## config.mk

```make
export PLATFORM = sky130hd
export DESIGN_NAME = sadc_frame_seq
export DESIGN_NICKNAME = d
export VERILOG_FILES = /design/src/logic/sadc_pkg.sv /design/src/logic/sadc_ctrl_shift.sv /design/src/logic/sadc_edge_det.sv /design/src/logic/sadc_frame_seq.sv
export SDC_FILE = /design/constraint.sdc
export NUM_CORES = 1
export LEC_CHECK = 0
export CAP_MARGIN = 10
export CORE_MARGIN = 2
export CORE_UTILIZATION = 50
export DETAILED_ROUTE_END_ITERATION = 10
export DONT_BUFFER_PORTS = 1
export GPL_TIMING_DRIVEN = 0
export PLACE_DENSITY = 0.67
export REMOVE_ABC_BUFFERS = 1
export SYNTH_ARGS = -nofsm -noshare
export SYNTH_HDL_FRONTEND = slang
export SYNTH_SLANG_ARGS = --single-unit
```

## constraint.sdc

```tcl
create_clock -name core_clk -period 4.5 [get_ports core_clk]
set_input_delay 0.225 -clock core_clk [delete_from_list [all_inputs] [get_ports core_clk]]
set_output_delay 0.225 -clock core_clk [all_outputs]
set_load 0.03 [all_outputs]
```

## src/logic/sadc_pkg.sv

```systemverilog
// Shared constants of the serial converter frame sequencer.
// Assumes a single core clock; serial pins sampled synchronously.
package sadc_pkg;

  // ===========================================================
  // Frame layout
  localparam int SLOT_EDGES = 16;
  localparam int TRACK_EDGES = 3;
  localparam int HOLD_EDGES = 13;
  localparam int HOLD_START_FALL = 4;
  localparam int DATA_FIRST_FALL = 5;
  localparam int DATA_LAST_FALL = 12;
  localparam int CTRL_BITS = 8;
  localparam int RESULT_BITS = 8;

  // ===========================================================
  // Control word fields
  localparam int CHAN_MSB = 5;
  localparam int CHAN_LSB = 3;
  localparam logic [2:0] CHAN_RESET = 3'h0;

  // ===========================================================
  // Sequencer phases
  typedef enum logic [1:0] {
    SADC_IDLE,
    SADC_TRACK,
    SADC_HOLD,
    SADC_SLEEP
  } sadc_phase_t;

endpackage

```

## src/logic/sadc_ctrl_shift.sv

```systemverilog
// Control word capture from the serial data input.
// Assumes rise strobes mark serial clock rising edges inside a frame.
`timescale 1ns/10ps
module sadc_ctrl_shift (
  input wire logic core_clk, // Core clock
  input wire logic rst, // Synchronous reset, active high
  input wire logic frame_start, // Pulse at chip select fall
  input wire logic sclk_rise, // Rising edge in frame
  input wire logic din, // Serial data input
  output logic [2:0] next_chan, // Channel captured for next slot
  output logic word_done // Pulse when eight bits taken
);

  logic [7:0] shift_q;
  logic [3:0] count_q;

  always_ff @(posedge core_clk) begin
    if (rst || frame_start) begin
      count_q <= 4'h0;
      shift_q <= 8'h00;
    end else if (sclk_rise &&
                 count_q < 4'(sadc_pkg::CTRL_BITS)) begin
      count_q <= count_q + 4'h1;
      shift_q <= {shift_q[6:0], din};
    end
  end

  assign word_done = sclk_rise &&
                     count_q == 4'(sadc_pkg::CTRL_BITS - 1);

  always_ff @(posedge core_clk) begin
    if (rst) begin
      next_chan <= sadc_pkg::CHAN_RESET;
    end else if (word_done) begin
      // Bits 7 to 1 sit in shift_q[6:0] at the eighth rise
      next_chan <= shift_q[sadc_pkg::CHAN_MSB - 1:
                           sadc_pkg::CHAN_LSB - 1];
    end
  end

endmodule

```

## src/logic/sadc_edge_det.sv

```systemverilog
// Edge detector for the serial clock and chip select pins.
// Assumes pins are synchronous to core_clk.
`timescale 1ns/10ps
module sadc_edge_det (
  input wire logic core_clk, // Core clock
  input wire logic rst, // Synchronous reset, active high
  input wire logic pin, // Sampled pin
  output logic rise, // Rising edge pulse
  output logic fall, // Falling edge pulse
  output logic prev // Previous pin level
);

  logic last_q;

  always_ff @(posedge core_clk) begin
    if (rst) begin
      last_q <= 1'b1;
    end else begin
      last_q <= pin;
    end
  end

  assign rise = pin & ~last_q;
  assign fall = ~pin & last_q;
  assign prev = last_q;

endmodule

```

## src/logic/sadc_frame_seq.sv

```systemverilog
// Frame and conversion sequencer of an eight-channel 8-bit converter.
// Assumes sclk, cs_n and din are synchronous to core_clk and that the
// analog core returns a result when its hold phase starts.
// Overview of operation
// - Track the selected input for the first three clocks of a slot.
// - Hold and convert for the next twelve clocks while shifting out.
// - A frame runs from chip select falling to chip select rising.
// - Data out is released while chip select is high, driven when low.
// - Serial clock edges are ignored while chip select is high.
// - Falls 1-4 give zeros, 5-12 the result MSB first, 13-16 zeros.
// - Tracking resumes after each sixteenth rise; hold on fourth fall.
// - Chip select falling with clock high: track on next clock fall.
// - Chip select falling with clock low counts as the first fall.
// - Chip select and clock falling together start the first slot.
// - Next channel is taken from data in on the first eight rises of a frame.
// - A conversion start follows the previous one by sixteen clocks.
// - The first conversion after power-up uses channel zero.
// - Channel number sits in control bits 5 to 3; others ignored.
// - Power down between fall sixteen and next fall one, or cs high.
`timescale 1ns/10ps
module sadc_frame_seq (
  input wire logic core_clk, // Core clock, 200 MHz
  input wire logic rst, // Synchronous reset, active high
  input wire logic cs_n, // Chip select, active low
  input wire logic sclk, // Serial clock from host
  input wire logic din, // Serial data input
  output logic dout_o, // Serial data output value
  output logic dout_oe, // Serial data output enable
  input wire logic [7:0] conv_result, // Result from analog core
  output logic [2:0] analog_input_channels, // Channel to mux
  output logic track_en, // Sampling switch closed
  output logic hold_en, // Hold and convert active
  output logic conv_start, // Pulse at start of hold
  output logic powered_up // Analog core powered
);

  // ===========================================================
  // Pin edges
  logic cs_fall;
  logic sck_rise, sck_fall;

  sadc_edge_det u_cs_edge (
    .core_clk(core_clk),
    .rst(rst),
    .pin(cs_n),
    .rise(),
    .fall(cs_fall),
    .prev()
  );

  sadc_edge_det u_sck_edge (
    .core_clk(core_clk),
    .rst(rst),
    .pin(sclk),
    .rise(sck_rise),
    .fall(sck_fall),
    .prev()
  );

  // Clock edges count only inside a frame
  logic in_frame;
  logic f_rise, f_fall;
  assign in_frame = ~cs_n & ~cs_fall;
  assign f_rise = sck_rise & in_frame;
  assign f_fall = sck_fall & in_frame;

  // First fall: low clock at cs fall, or both falling together
  logic start_now;
  assign start_now = cs_fall & ~sclk;

  // ===========================================================
  // Control word capture
  logic [2:0] next_chan;

  sadc_ctrl_shift u_ctrl (
    .core_clk(core_clk),
    .rst(rst),
    .frame_start(cs_fall),
    .sclk_rise(f_rise),
    .din(din),
    .next_chan(next_chan),
    .word_done()
  );

  // ===========================================================
  // Slot counters
  logic [4:0] fall_cnt_q;
  logic [4:0] rise_cnt_q;
  sadc_pkg::sadc_phase_t phase_q;

  always_ff @(posedge core_clk) begin
    if (rst || cs_n) begin
      rise_cnt_q <= 5'h0;
    end else if (f_rise) begin
      if (rise_cnt_q == 5'(sadc_pkg::SLOT_EDGES)) begin
        rise_cnt_q <= 5'h1;
      end else begin
        rise_cnt_q <= rise_cnt_q + 5'h1;
      end
    end
  end

  always_ff @(posedge core_clk) begin
    if (rst || cs_n) begin
      fall_cnt_q <= 5'h0;
    end else if (start_now) begin
      fall_cnt_q <= 5'h1;
    end else if (f_fall) begin
      if (fall_cnt_q == 5'(sadc_pkg::SLOT_EDGES) &&
          rise_cnt_q == 5'(sadc_pkg::SLOT_EDGES)) begin
        fall_cnt_q <= 5'h1;
      end else if (fall_cnt_q < 5'(sadc_pkg::SLOT_EDGES)) begin
        fall_cnt_q <= fall_cnt_q + 5'h1;
      end
    end
  end

  // ===========================================================
  // Phase sequencing
  logic enter_track, enter_hold, slot_end;
  assign enter_track = start_now ||
                       (f_fall && (fall_cnt_q == 5'h0 ||
                        (fall_cnt_q == 5'(sadc_pkg::SLOT_EDGES) &&
                         rise_cnt_q == 5'(sadc_pkg::SLOT_EDGES))));
  assign enter_hold = f_fall &&
    fall_cnt_q == 5'(sadc_pkg::HOLD_START_FALL - 1);
  assign slot_end = f_fall &&
    fall_cnt_q == 5'(sadc_pkg::SLOT_EDGES - 1);

  always_ff @(posedge core_clk) begin
    if (rst || cs_n) begin
      phase_q <= sadc_pkg::SADC_IDLE;
    end else begin
      unique case (phase_q)
        sadc_pkg::SADC_IDLE, sadc_pkg::SADC_SLEEP: begin
          if (enter_track) begin
            phase_q <= sadc_pkg::SADC_TRACK;
          end
        end
        sadc_pkg::SADC_TRACK: begin
          if (enter_hold) begin
            phase_q <= sadc_pkg::SADC_HOLD;
          end
        end
        sadc_pkg::SADC_HOLD: begin
          if (slot_end) begin
            phase_q <= sadc_pkg::SADC_SLEEP;
          end
        end
      endcase
    end
  end

  // ===========================================================
  // Channel selection: reset picks channel zero
  logic [2:0] chan_q;

  always_ff @(posedge core_clk) begin
    if (rst) begin
      chan_q <= sadc_pkg::CHAN_RESET;
    end else if (enter_track) begin
      chan_q <= next_chan;
    end
  end

  // ===========================================================
  // Result capture and output shifter
  logic [7:0] result_q;
  logic dout_q;

  always_ff @(posedge core_clk) begin
    if (rst) begin
      result_q <= 8'h00;
    end else if (enter_hold) begin
      result_q <= conv_result;
    end
  end

  // Bit launched on fall n uses post-increment count
  logic [4:0] next_fall;
  assign next_fall = start_now ? 5'h1 :
    (fall_cnt_q == 5'(sadc_pkg::SLOT_EDGES) ? 5'h1 :
     fall_cnt_q + 5'h1);

  always_ff @(posedge core_clk) begin
    if (rst || cs_n) begin
      dout_q <= 1'b0;
    end else if (start_now || f_fall) begin
      if (next_fall >= 5'(sadc_pkg::DATA_FIRST_FALL) &&
          next_fall <= 5'(sadc_pkg::DATA_LAST_FALL)) begin
        dout_q <= result_q[3'(sadc_pkg::DATA_LAST_FALL -
                              32'(next_fall))];
      end else begin
        dout_q <= 1'b0;
      end
    end
  end

  // ===========================================================
  // Outputs
  assign dout_o = dout_q;
  assign dout_oe = ~cs_n;
  assign analog_input_channels = chan_q;
  assign track_en = phase_q == sadc_pkg::SADC_TRACK;
  assign hold_en = phase_q == sadc_pkg::SADC_HOLD;
  assign conv_start = enter_hold && phase_q == sadc_pkg::SADC_TRACK;
  assign powered_up = ~cs_n &&
    (phase_q == sadc_pkg::SADC_TRACK ||
     phase_q == sadc_pkg::SADC_HOLD);

endmodule

```

Word-level counts from Yosys, hierarchy flattened
Cells that the tools add are included.
W data, S select, Z words.
{"block": "word_totals", "reg_bits": 38, "out_inout_bits": 9, "wordCells": 82}
{"block": "op_classes", "n_addsub": 4, "magnitude_cmp": 5, "n_eq_ne": 11, "mux": 14, "n_bitwise": 11, "reduce_logical": 25}
{"cell": "$mux W5", "count": 5}
{"cell": "$add A5 B1 Y5 const B", "count": 2}
{"cell": "$eq A5 B5 Y1 const B", "count": 2}
{"cell": "$logic_and A1 B1 Y1", "count": 9}
{"cell": "$and A1 B1 Y1", "count": 7}
{"cell": "$logic_or A1 B1 Y1", "count": 6}
{"cell": "$mux W2", "count": 3}
{"cell": "$pmux W2 S3", "count": 1}
{"cell": "$eq A5 B2 Y1 const B", "count": 1}
{"cell": "$eq A5 B4 Y1 const B", "count": 1}
{"cell": "$ge A5 B3 Y1 const B", "count": 1}
{"cell": "$le A5 B4 Y1 const B", "count": 1}
{"cell": "$logic_not A5 Y1", "count": 1}
{"cell": "$lt A5 B5 Y1 const B", "count": 1}
{"cell": "$add A4 B1 Y4 const B", "count": 1}
{"cell": "$eq A2 B2 Y1 const B", "count": 2}
{"cell": "$eq A4 B3 Y1 const B", "count": 1}
{"cell": "$lt A3 B4 Y1 const B", "count": 1}
{"cell": "$lt A4 B4 Y1 const B", "count": 1}
{"cell": "$mux W1", "count": 4}
{"cell": "$ne A2 B1 Y1 const B", "count": 2}
{"cell": "$not A1 Y1", "count": 4}
{"cell": "$reduce_and A2 Y1", "count": 2}
{"cell": "$reduce_bool A2 Y1", "count": 2}
{"cell": "other kinds (8)", "count": 9}

Longest topological paths before layout
Gate-level depths: netlist (run 1).
{"block": "logic_depth", "word_depth": 9, "mapped_depth": 10}

Cells and area by module
A second synthesis (run 1) with hierarchy kept.
{"block": "hier_totals", "hier_cells": 209, "area_unflattened_um2": 1921.8}
{"module": "sadc_frame_seq", "instances": 1, "cells_each": 157, "area_per_inst_um2": 1376.3, "seq_area_each_um2": 480.5}
{"module": "sadc_ctrl_shift", "instances": 1, "cells_each": 44, "area_per_inst_um2": 465.4, "seq_area_each_um2": 240.2}
{"module": "sadc_edge_det", "instances": 2, "cells_each": 4, "area_per_inst_um2": 40.0, "seq_area_each_um2": 20.0}

Worst setup path before layout (run 1)
Ideal clock, no wire load.
{"block": "synth_timing", "path_kind": "reg2reg", "from": "register fall_cnt_q[0]", "to": "register dout_q (netlist: dout_o)", "setup_time_ps": 69, "arrival_ps": 2179, "t_required_ps": 4431, "slack_ps": 2252, "stages_incl_launch_ff": 10, "path_cell_list": "dfxtp_1 -> inv_1 -> ha_1 -> a31oi_1 -> nand2_1 -> ha_1 -> buf_1 -> mux2i_1 -> mux4_2 -> o21ai_1"}
{"block": "synth_via", "elab_chain_cells": 7}
{"item": "start, declared", "line_no": "sadc_frame_seq.sv:87", "text": "logic [4:0] fall_cnt_q;"}
{"item": "start signal, assigned", "line_no": "sadc_frame_seq.sv:113", "text": "fall_cnt_q <= fall_cnt_q + 5'h1;"}
{"item": "$add A5 B1 Y5 / $eq A5 B5 Y1 (equally long branches)", "line_no": "sadc_frame_seq.sv:183, sadc_frame_seq.sv:182"}
{"item": "$mux W5 *", "line_no": "sadc_frame_seq.sv:182", "text": "(fall_cnt_q == 5'(sadc_pkg::SLOT_EDGES) ? 5'h1 :"}
{"item": "$mux W5 *", "line_no": "sadc_frame_seq.sv:181", "text": "assign next_fall = start_now ? 5'h1 :"}
{"item": "$sub A3 B3 Y3", "line_no": "sadc_frame_seq.sv:191", "text": "dout_q <= result_q[3'(sadc_pkg::DATA_LAST_FALL -"}
{"item": "$bmux W1 S3", "line_no": "sadc_frame_seq.sv:191"}
{"item": "$mux W1 (implied by the code)", "line_no": "sadc_frame_seq.sv:191"}
{"item": "$mux W1 *", "line_no": "sadc_frame_seq.sv:189", "text": "if (next_fall >= 5'(sadc_pkg::DATA_FIRST_FALL) &&"}
{"item": "end signal, assigned", "line_no": "sadc_frame_seq.sv:191"}
{"item": "end, declared", "line_no": "sadc_frame_seq.sv:169", "text": "logic dout_q;"}
Mark *: on every way between the ends. The rest lies on a longest branch, timed or not. The select of a mux whose other input is x is not followed.
A chain may end at the register's enable or synchronous reset.

Worst setup path after layout (run 1)
{"block": "layout_timing", "from": "register u_cs_edge.last_q (netlist: u_cs_edge.prev)", "to": "register dout_q (netlist: dout_o)"}
{"block": "layout_via", "elab_chain_cells": 7}
{"item": "start, declared", "line_no": "sadc_edge_det.sv:13", "text": "logic last_q;"}
{"item": "start signal, assigned", "line_no": "sadc_edge_det.sv:19", "text": "last_q <= pin;"}
{"item": "$and A1 B1 Y1 *", "line_no": "sadc_edge_det.sv:24", "text": "assign fall = ~pin & last_q;"}
{"item": "$and A1 B1 Y1", "line_no": "sadc_frame_seq.sv:69", "text": "assign start_now = cs_fall & ~sclk;"}
{"item": "$mux W5", "line_no": "sadc_frame_seq.sv:181"}
{"item": "$sub A3 B3 Y3", "line_no": "sadc_frame_seq.sv:191"}
{"item": "$bmux W1 S3", "line_no": "sadc_frame_seq.sv:191"}
{"item": "$mux W1 (implied by the code)", "line_no": "sadc_frame_seq.sv:191"}
{"item": "$mux W1", "line_no": "sadc_frame_seq.sv:189"}
Marks and branches as above.

==> impl_results.md, run 1 <==
- Outcome: finished clean
- Number of nets in the layout: 225
- Worst clock skew: 0.00764 ns
- Series of cell instances along the critical path: nor3b_1, a31oi_1, nand2_1, inv_1, ha_1, xnor2_1, mux4_2, o21ai_1
- Synthesized area: 1860 um^2
- Bufs on Longest Clock Path: 2
- Worst slew slack as a fraction of its limit: 57.0%
- Multi-input logic area: 1030 um^2
- Drt via density: 5.48
- Synthesized area divided by synthesized cell count: 9.36 um^2
- Combined flip-flop and latch cell area: 761 um^2
- CP bufs+invs: 1
- Number of synthesized register bits: 38
- Routed Antenna Nets: 0
- Sum of overflow across all layers after global routing: 0
- Arrival time reported for the critical path endpoint: 2.66 ns
- Unrepaired setup endpoints after global routing: no
- Total Die Area: 4230 um^2
- Root Buffer Master: sky130_fd_sc_hd__clkbuf_8
- Max Clock Freq: 0.411 GHz
- Cell total after placement: 240
- Wire length per cell after detailed routing: 14.4 um
- Post-Layout Cell Count: 250
- Largest incremental delay on the critical path: 0.52 ns
- Final routed DRC violation total: 0
- Post-CTS Setup Inserts: 0
- Final period demand of the worst path: 2.43 ns
- Starting utilization of the core area: 51.2%
- Synthesis-to-finish area growth: 10.4%
- Tightest Pin Transition: 0.637 ns
- Sequential fraction of the synthesis area: 40.9%
- Beginning of the worst hold path: rst
- Endpoint type of the worst setup path: flip-flop
- Share of flip-flops with an asynchronous set or reset: 0%
- Via count of the first global-routing pass: 1376
- Antenna violations before repair: 0
- Die Height: 65.0 um
- Lkg Pwr: 0.749 nW
- I/O Pins: 22
- Core Util, Final: 56.6%
- Floorplan core area: 3630 um^2
- Post-placement cell area: 1890 um^2
- Number of inserted filler cells in the final layout: 337
- Total number of vias: 1369
- Finished Cell Area: 2060 um^2
- Routed wire length: 3600 um
- Total negative slack for setup checks: 0 ns
- Path category of the worst min-delay check: in2reg
- Pwr Total: 0.000739 W
- Kind of start point of the critical path: flip-flop
- Cells after Synth: 199
- Max-slew violations: 0
- Clock insertion delay at the later pin of the skew report: 0.29 ns
- Crit-path leading delay family: simple AND/OR/NAND/NOR gates
- Detailed-router iteration count before antenna repair: 4
- Launch point of the critical path: u_cs_edge.prev
- Number of hold violations in the final report: 0
- Number of levels in the clock H-tree: 2
- Pin count of the biggest net entering global routing: 14
- Die Span X: 65.0 um
- Power density over the cells: 359 nW/um^2
- Total of max-cap violations: 0
- First-iteration detailed-routing DRC count: 49
- Synthesis warning total: 0
- Synth unique cells: 39
- PortBufs: 0
- Ratio of final minimum period to clock period: 54.0%
- Required arrival time at the worst endpoint: 4.73 ns
- RePlAce Congestion: 0.767
- Number of enable flip-flop cells after synthesis: 0
- Ant. Diodes: 0
- Count of clock tree sinks: 38
- VDD IR-drop max: 0.221 mV
- Post-detail-place hpwl: 2610 um
- Global Route Usage Sum: 19.2%
- Wire length of the first global-routing pass: 6190 um
- # rows: 22
- Reg-to-Reg Start: u_cs_edge.prev
- Number of buffers inserted during clock tree synthesis: 5
- Most used flip-flop cell after synthesis: sky130_fd_sc_hd__dfxtp_1
- CP Max Fanout: 7
- Clock tree from TritonCTS: built
- Worst Setup Path Type: reg2reg
- CTS clk-pin slew, worst paths: 0.08 ns
- Cell type of the slowest stage on the worst timing path: sky130_fd_sc_hd__mux4_2
- Final-report setup violation count: 0
- Share of post-route cells with drive strength above 1: 8.42%
final timing paths:
check / endpoint / slack, ns / cells past startpoint
worst min-delay path: u_sck_edge.prev / 0.04 / 1
worst min register to register: rise_cnt_q[1] / 0.49 / 2
worst max register to register: dout_o / 2.07 / 8
worst max-delay path: dout_o / 2.07 / 8
kinds of logic (layout without fill, tap and decap cells):
logic type,count (synthesis),in the layout,share of synthesized area (%)
AOI/OAI and AO/OA,25,25,9.14
xor gates and xnor gates,9,9,4.23
adders and majority gates,11,11,7.39
buffers and inverters,19,22,3.96
DFF,38,38,40.9
muxes,27,27,15.2
and+or+nand+nor,70,70,19.2
worst reg2reg max path, stage by stage (launching register included):
cell	delay, ns
sky130_fd_sc_hd__dfxtp_1	0.44
sky130_fd_sc_hd__nor3b_1	0.48
sky130_fd_sc_hd__a31oi_1	0.15
sky130_fd_sc_hd__nand2_1	0.16
sky130_fd_sc_hd__inv_1	0.06
sky130_fd_sc_hd__ha_1	0.21
sky130_fd_sc_hd__xnor2_1	0.21
sky130_fd_sc_hd__mux4_2	0.52
sky130_fd_sc_hd__o21ai_1	0.13
repair_timing:
item	CTS	global route
hold endpoints to repair	13	1
hold buffers	1	1
gates resized for setup	0	0
power by group:
group	internal (W)	switching, W	total (W)
clock network	0.000236	0.000123	0.000359
logic	0.0000134	0.0000240	0.0000374
registers	0.000339	0.00000319	0.000342
total	0.000588	0.000150	0.000739
layer usage:
metal / global-route usage [%] / vias up / part of all wire [%]
li1: - / 690 / -
met1: 21.9 / 657 / 44
met2: 33.1 / 17 / 50
met3: 6.42 / 5 / 4.3
met4: 7.29 / 0 / 1.5
met5: 0 / - / 0
sequential cells by signal, summed over array words and instances, names as in the netlist, 2 cells and up:
name	count
u_ctrl.shift_q	5
result_q	8
phase_q	2
rise_cnt_q	5
fall_cnt_q	5
u_ctrl.next_chan	3
analog_input_channels	3
u_ctrl.count_q	4
cells in the final DEF (no fill, tap or decap), drive strengths merged, types with 2 or more instances in the layout:
| master | n |
|---|---|
| dfxtp | 38 |
| nor2 | 38 |
| mux2i | 26 |
| inv | 12 |
| ha | 11 |
| nand2 | 10 |
| clkbuf | 6 |
| o21ai | 6 |
| a21oi | 5 |
| xnor2 | 5 |
| xor2 | 4 |
| nand3 | 4 |
| nor3 | 3 |
| a21o | 3 |
| nor3b | 2 |
| a31oi | 2 |
| nor4b | 2 |
| or4b | 2 |
| a41oi | 2 |
| or3 | 2 |
| nand4 | 2 |
| o31ai | 2 |
| bufinv | 2 |
| dlygate4sd3 | 2 |
final cells by class:
| type | instances | area share (%) |
|---|---|---|
| sequential | 38 | 37.0 |
| clock inverter | 2 | 2.92 |
| clock buffer | 6 | 4.02 |
| timing repair buffer | 2 | 0.974 |
| inverter | 12 | 2.19 |
| multi-input combinational | 142 | 50.0 |
| tap | 48 | 2.92 |
through the flow:
stage          worst slack, ns  hold WS, ns
2_1_floorplan             2.34        0.297
3_3_place_gp              2.11        0.300
3_5_place_dp              2.11        0.303
4_1_cts                   2.04      0.00331
5_1_grt                   1.80       0.0301
6_report                  2.07       0.0421
synthesized netlist by cell type (3+ instances only):
cell type                  number  share of area (%)
sky130_fd_sc_hd__clkbuf_1       4               0.81
sky130_fd_sc_hd__o21ai_0        5                1.3
sky130_fd_sc_hd__mux2i_1       26                 14
sky130_fd_sc_hd__nor3_1         3               0.81
sky130_fd_sc_hd__xnor2_1        5                2.4
sky130_fd_sc_hd__xor2_1         4                1.9
sky130_fd_sc_hd__nand3_1        3               0.81
sky130_fd_sc_hd__ha_1          11                7.4
sky130_fd_sc_hd__dfxtp_1       38                 41
sky130_fd_sc_hd__inv_1         12                2.4
sky130_fd_sc_hd__a21oi_1        5                1.3
sky130_fd_sc_hd__nor2_1        37                7.5
sky130_fd_sc_hd__nand2_1       10                2.0
No activity file was read; power rests on OpenSTA's default activity.
==> inputs of run 2 (changes only) <==
==> constraint.sdc (replaced) <==
create_clock -name core_clk -period 2.3 [get_ports core_clk]
set_input_delay 0.115 -clock core_clk [delete_from_list [all_inputs] [get_ports core_clk]]
set_output_delay 0.115 -clock core_clk [all_outputs]
set_load 0.03 [all_outputs]
==> run 2 against run 1 <==
Design area up 6.9%. Sequential cell count unchanged. Clock power up 97%. Wire length up 10%. Critical path type unchanged. Largest cell class unchanged.
==> impl_results.md, run 2 (synthesis gave the netlist of run 1 again) <==
- Ratio of final minimum period to clock period: 94.9% (was 54.0%)
- Lkg Pwr: 0.797 nW (was 0.749 nW)
- Beginning of the worst hold path: rst (unchanged)
- Core Util, Final: 60.5% (was 56.6%)
- Synthesis-to-finish area growth: 18.1% (was 10.4%)
- Starting utilization of the core area: 51.2% (unchanged)
- Busiest metal layer after global routing: met2 (unchanged)
- Number of buffers inserted during clock tree synthesis: 5 (unchanged)
- Tightest Pin Transition: 0.602 ns (was 0.637 ns)
- Endpoint type of the worst setup path: flip-flop (unchanged)
- Worst slew slack as a fraction of its limit: 59.4% (was 57.0%)
- Post-detail-place hpwl: 2610 um (unchanged)
- Max Clock Freq: 0.458 GHz (was 0.411 GHz)
- Routed wire length: 3970 um (was 3600 um)
- Finished Cell Area: 2200 um^2 (was 2060 um^2)
- Final period demand of the worst path: 2.18 ns (was 2.43 ns)
- Share of post-route cells with drive strength above 1: 12.8% (was 8.42%)
- Worst clock skew: 0.00692 ns (was 0.00764 ns)
- Register with the highest flop count: result_q (unchanged)
- Total Die Area: 4230 um^2 (unchanged)
- Multi-input logic area: 1080 um^2 (was 1030 um^2)
- Clock tree from TritonCTS: built (unchanged)
- Number of hold violations in the final report: 0 (unchanged)
- Launch point of the critical path: fall_cnt_q[0] (was u_cs_edge.prev)
- VDD IR-drop max: 0.430 mV (was 0.221 mV)
- I/O Pins: 22 (unchanged)
- Post-placement cell area: 1890 um^2 (unchanged)
- Clock insertion delay at the later pin of the skew report: 0.29 ns (about the same)
- # rows: 22 (unchanged)
- RePlAce Congestion: 0.767 (unchanged)
- First-iteration detailed-routing DRC count: 48 (was 49)
- Required arrival time at the worst endpoint: 2.53 ns (was 4.73 ns)
- Unrepaired setup endpoints after global routing: yes (was no)
- Count of clock tree sinks: 38 (unchanged)
- Final-report setup violation count: 0 (unchanged)
- CTS clk-pin slew, worst paths: 0.08 ns (about the same)
- Bufs on Longest Clock Path: 2 (unchanged)
- Max FFs per register: 8 (unchanged)
- Total number of vias: 1445 (was 1369)
- Routed Antenna Nets: 0 (unchanged)
- Root Buffer Master: sky130_fd_sc_hd__clkbuf_8 (unchanged)
- Power density over the cells: 669 nW/um^2 (was 359 nW/um^2)
- Met3 usage: 6.77% (was 6.42%)
- Antenna violations before repair: 0 (unchanged)
- Ant. Diodes: 0 (unchanged)
- Die Span X: 65.0 um (unchanged)
- Floorplan core area: 3630 um^2 (unchanged)
- Reg-to-Reg Start: fall_cnt_q[0] (was u_cs_edge.prev)
- Fraction of met1 tracks used by global routing: 23.3% (was 21.9%)
- Worst Setup Path Type: reg2reg (unchanged)
- Drt via density: 5.58 (was 5.48)
- Total of max-cap violations: 0 (unchanged)
- Number of nets in the layout: 234 (was 225)
- Wire length of the first global-routing pass: 6790 um (was 6190 um)
- Most frequent cells in the layout: sky130_fd_sc_hd__nor2_1, sky130_fd_sc_hd__dfxtp_1, sky130_fd_sc_hd__mux2i_1 (was sky130_fd_sc_hd__dfxtp_1, sky130_fd_sc_hd__nor2_1, sky130_fd_sc_hd__mux2i_1)
- PortBufs: 0 (unchanged)
- Global Route Usage Sum: 21.2% (was 19.2%)
- CP Max Fanout: 5 (was 7)
- Kind of start point of the critical path: flip-flop (unchanged)
- Detailed-router iteration count before antenna repair: 4 (unchanged)
- Path category of the worst min-delay check: in2reg (unchanged)
- Sum of overflow across all layers after global routing: 0 (unchanged)
- Pin count of the biggest net entering global routing: 16 (was 14)
- Die Height: 65.0 um (unchanged)
- Number of levels in the clock H-tree: 2 (unchanged)
- Number of inserted filler cells in the final layout: 319 (was 337)
- Via count of the first global-routing pass: 1459 (was 1376)
- Outcome: finished clean (unchanged)
- Max-slew violations: 0 (unchanged)
- Wire length per cell after detailed routing: 15.3 um (was 14.4 um)
- GRT met2 Usage: 36.6% (was 33.1%)
- Arrival time reported for the critical path endpoint: 2.41 ns (was 2.66 ns)
- Final routed DRC violation total: 0 (unchanged)
- Combined flip-flop and latch cell area: 763 um^2 (was 761 um^2)
## run 2: cell count changes in the layout (fill, tap and decap cells not counted), moves of 2 or more
cell | before | now
sky130_fd_sc_hd__dfxtp_1 | 38 | 36
sky130_fd_sc_hd__dfxtp_2 | 0 | 2
sky130_fd_sc_hd__dlygate4sd3_1 | 2 | 10
sky130_fd_sc_hd__ha_1 | 11 | 9
## run 2: layout make-up
| cell class | instances | area share [%] |
|---|---|---|
| sequential | 38 | 34.7 |
| multi-input combinational | 142 | 49.1 |
| clock inverter | 2 | 2.73 |
| clock buffer | 6 | 3.76 |
| timing repair buffer | 11 | 4.89 |
| tap | 48 | 2.73 |
| inverter | 12 | 2.05 |
## run 2: worst paths after layout
path                   end  slack, ns  cells past startpoint
min reg2reg  rise_cnt_q[1]       0.50                      2
min             phase_q[0]      0.006                      2
max                 dout_o       0.12                      9
max reg2reg         dout_o       0.12                      9
## run 2: stage by stage
step                total power (W)  setup TNS, ns  instances  worst slack (ns)  hold WS [ns]
floorplan                  0.000738              0        192             0.135         0.187
global placement           0.000748        -0.0883        240           -0.0883         0.190
detailed placement         0.000751        -0.0883        240           -0.0883         0.193
CTS                         0.00147              0        258          0.000702       0.00214
global route                0.00151        -0.0380        259           -0.0380       0.00145
finish                      0.00147              0        259             0.118       0.00573
## run 2: metal layers
metal  wire length, um  part of all wire (%)
met1              1640                    41
met5                 0                     0
met4               144                   3.6
met2              2000                    50
met3               188                   4.7
## run 2: what timing repair did
| action | CTS | global route |
|---|---|---|
| pin swaps | 2 | 0 |
| endpoints found under the hold margin | 16 | 0 |
| hold buffers | 10 | 0 |
| resized for setup | 5 | 7 |
| setup buffers | 0 | 1 |
| cloned | 0 | 0 |
| endpoints found under the setup margin | 1 | 2 |
## run 2: critical path: stages (launching register included)
cell,delay [ns]
sky130_fd_sc_hd__dfxtp_2,0.37
sky130_fd_sc_hd__inv_1,0.08
sky130_fd_sc_hd__ha_2,0.23
sky130_fd_sc_hd__a31oi_4,0.22
sky130_fd_sc_hd__nand2_1,0.16
sky130_fd_sc_hd__inv_1,0.09
sky130_fd_sc_hd__ha_1,0.21
sky130_fd_sc_hd__xnor2_2,0.13
sky130_fd_sc_hd__mux4_2,0.51
sky130_fd_sc_hd__o21ai_1,0.13
## run 2: power by group
part / switching (W) / total (W) / internal, W
clock network: 0.000245 / 0.000708 / 0.000463
logic: 0.0000528 / 0.0000937 / 0.0000409
registers: 0.00000658 / 0.000669 / 0.000663
total: 0.000304 / 0.00147 / 0.00117
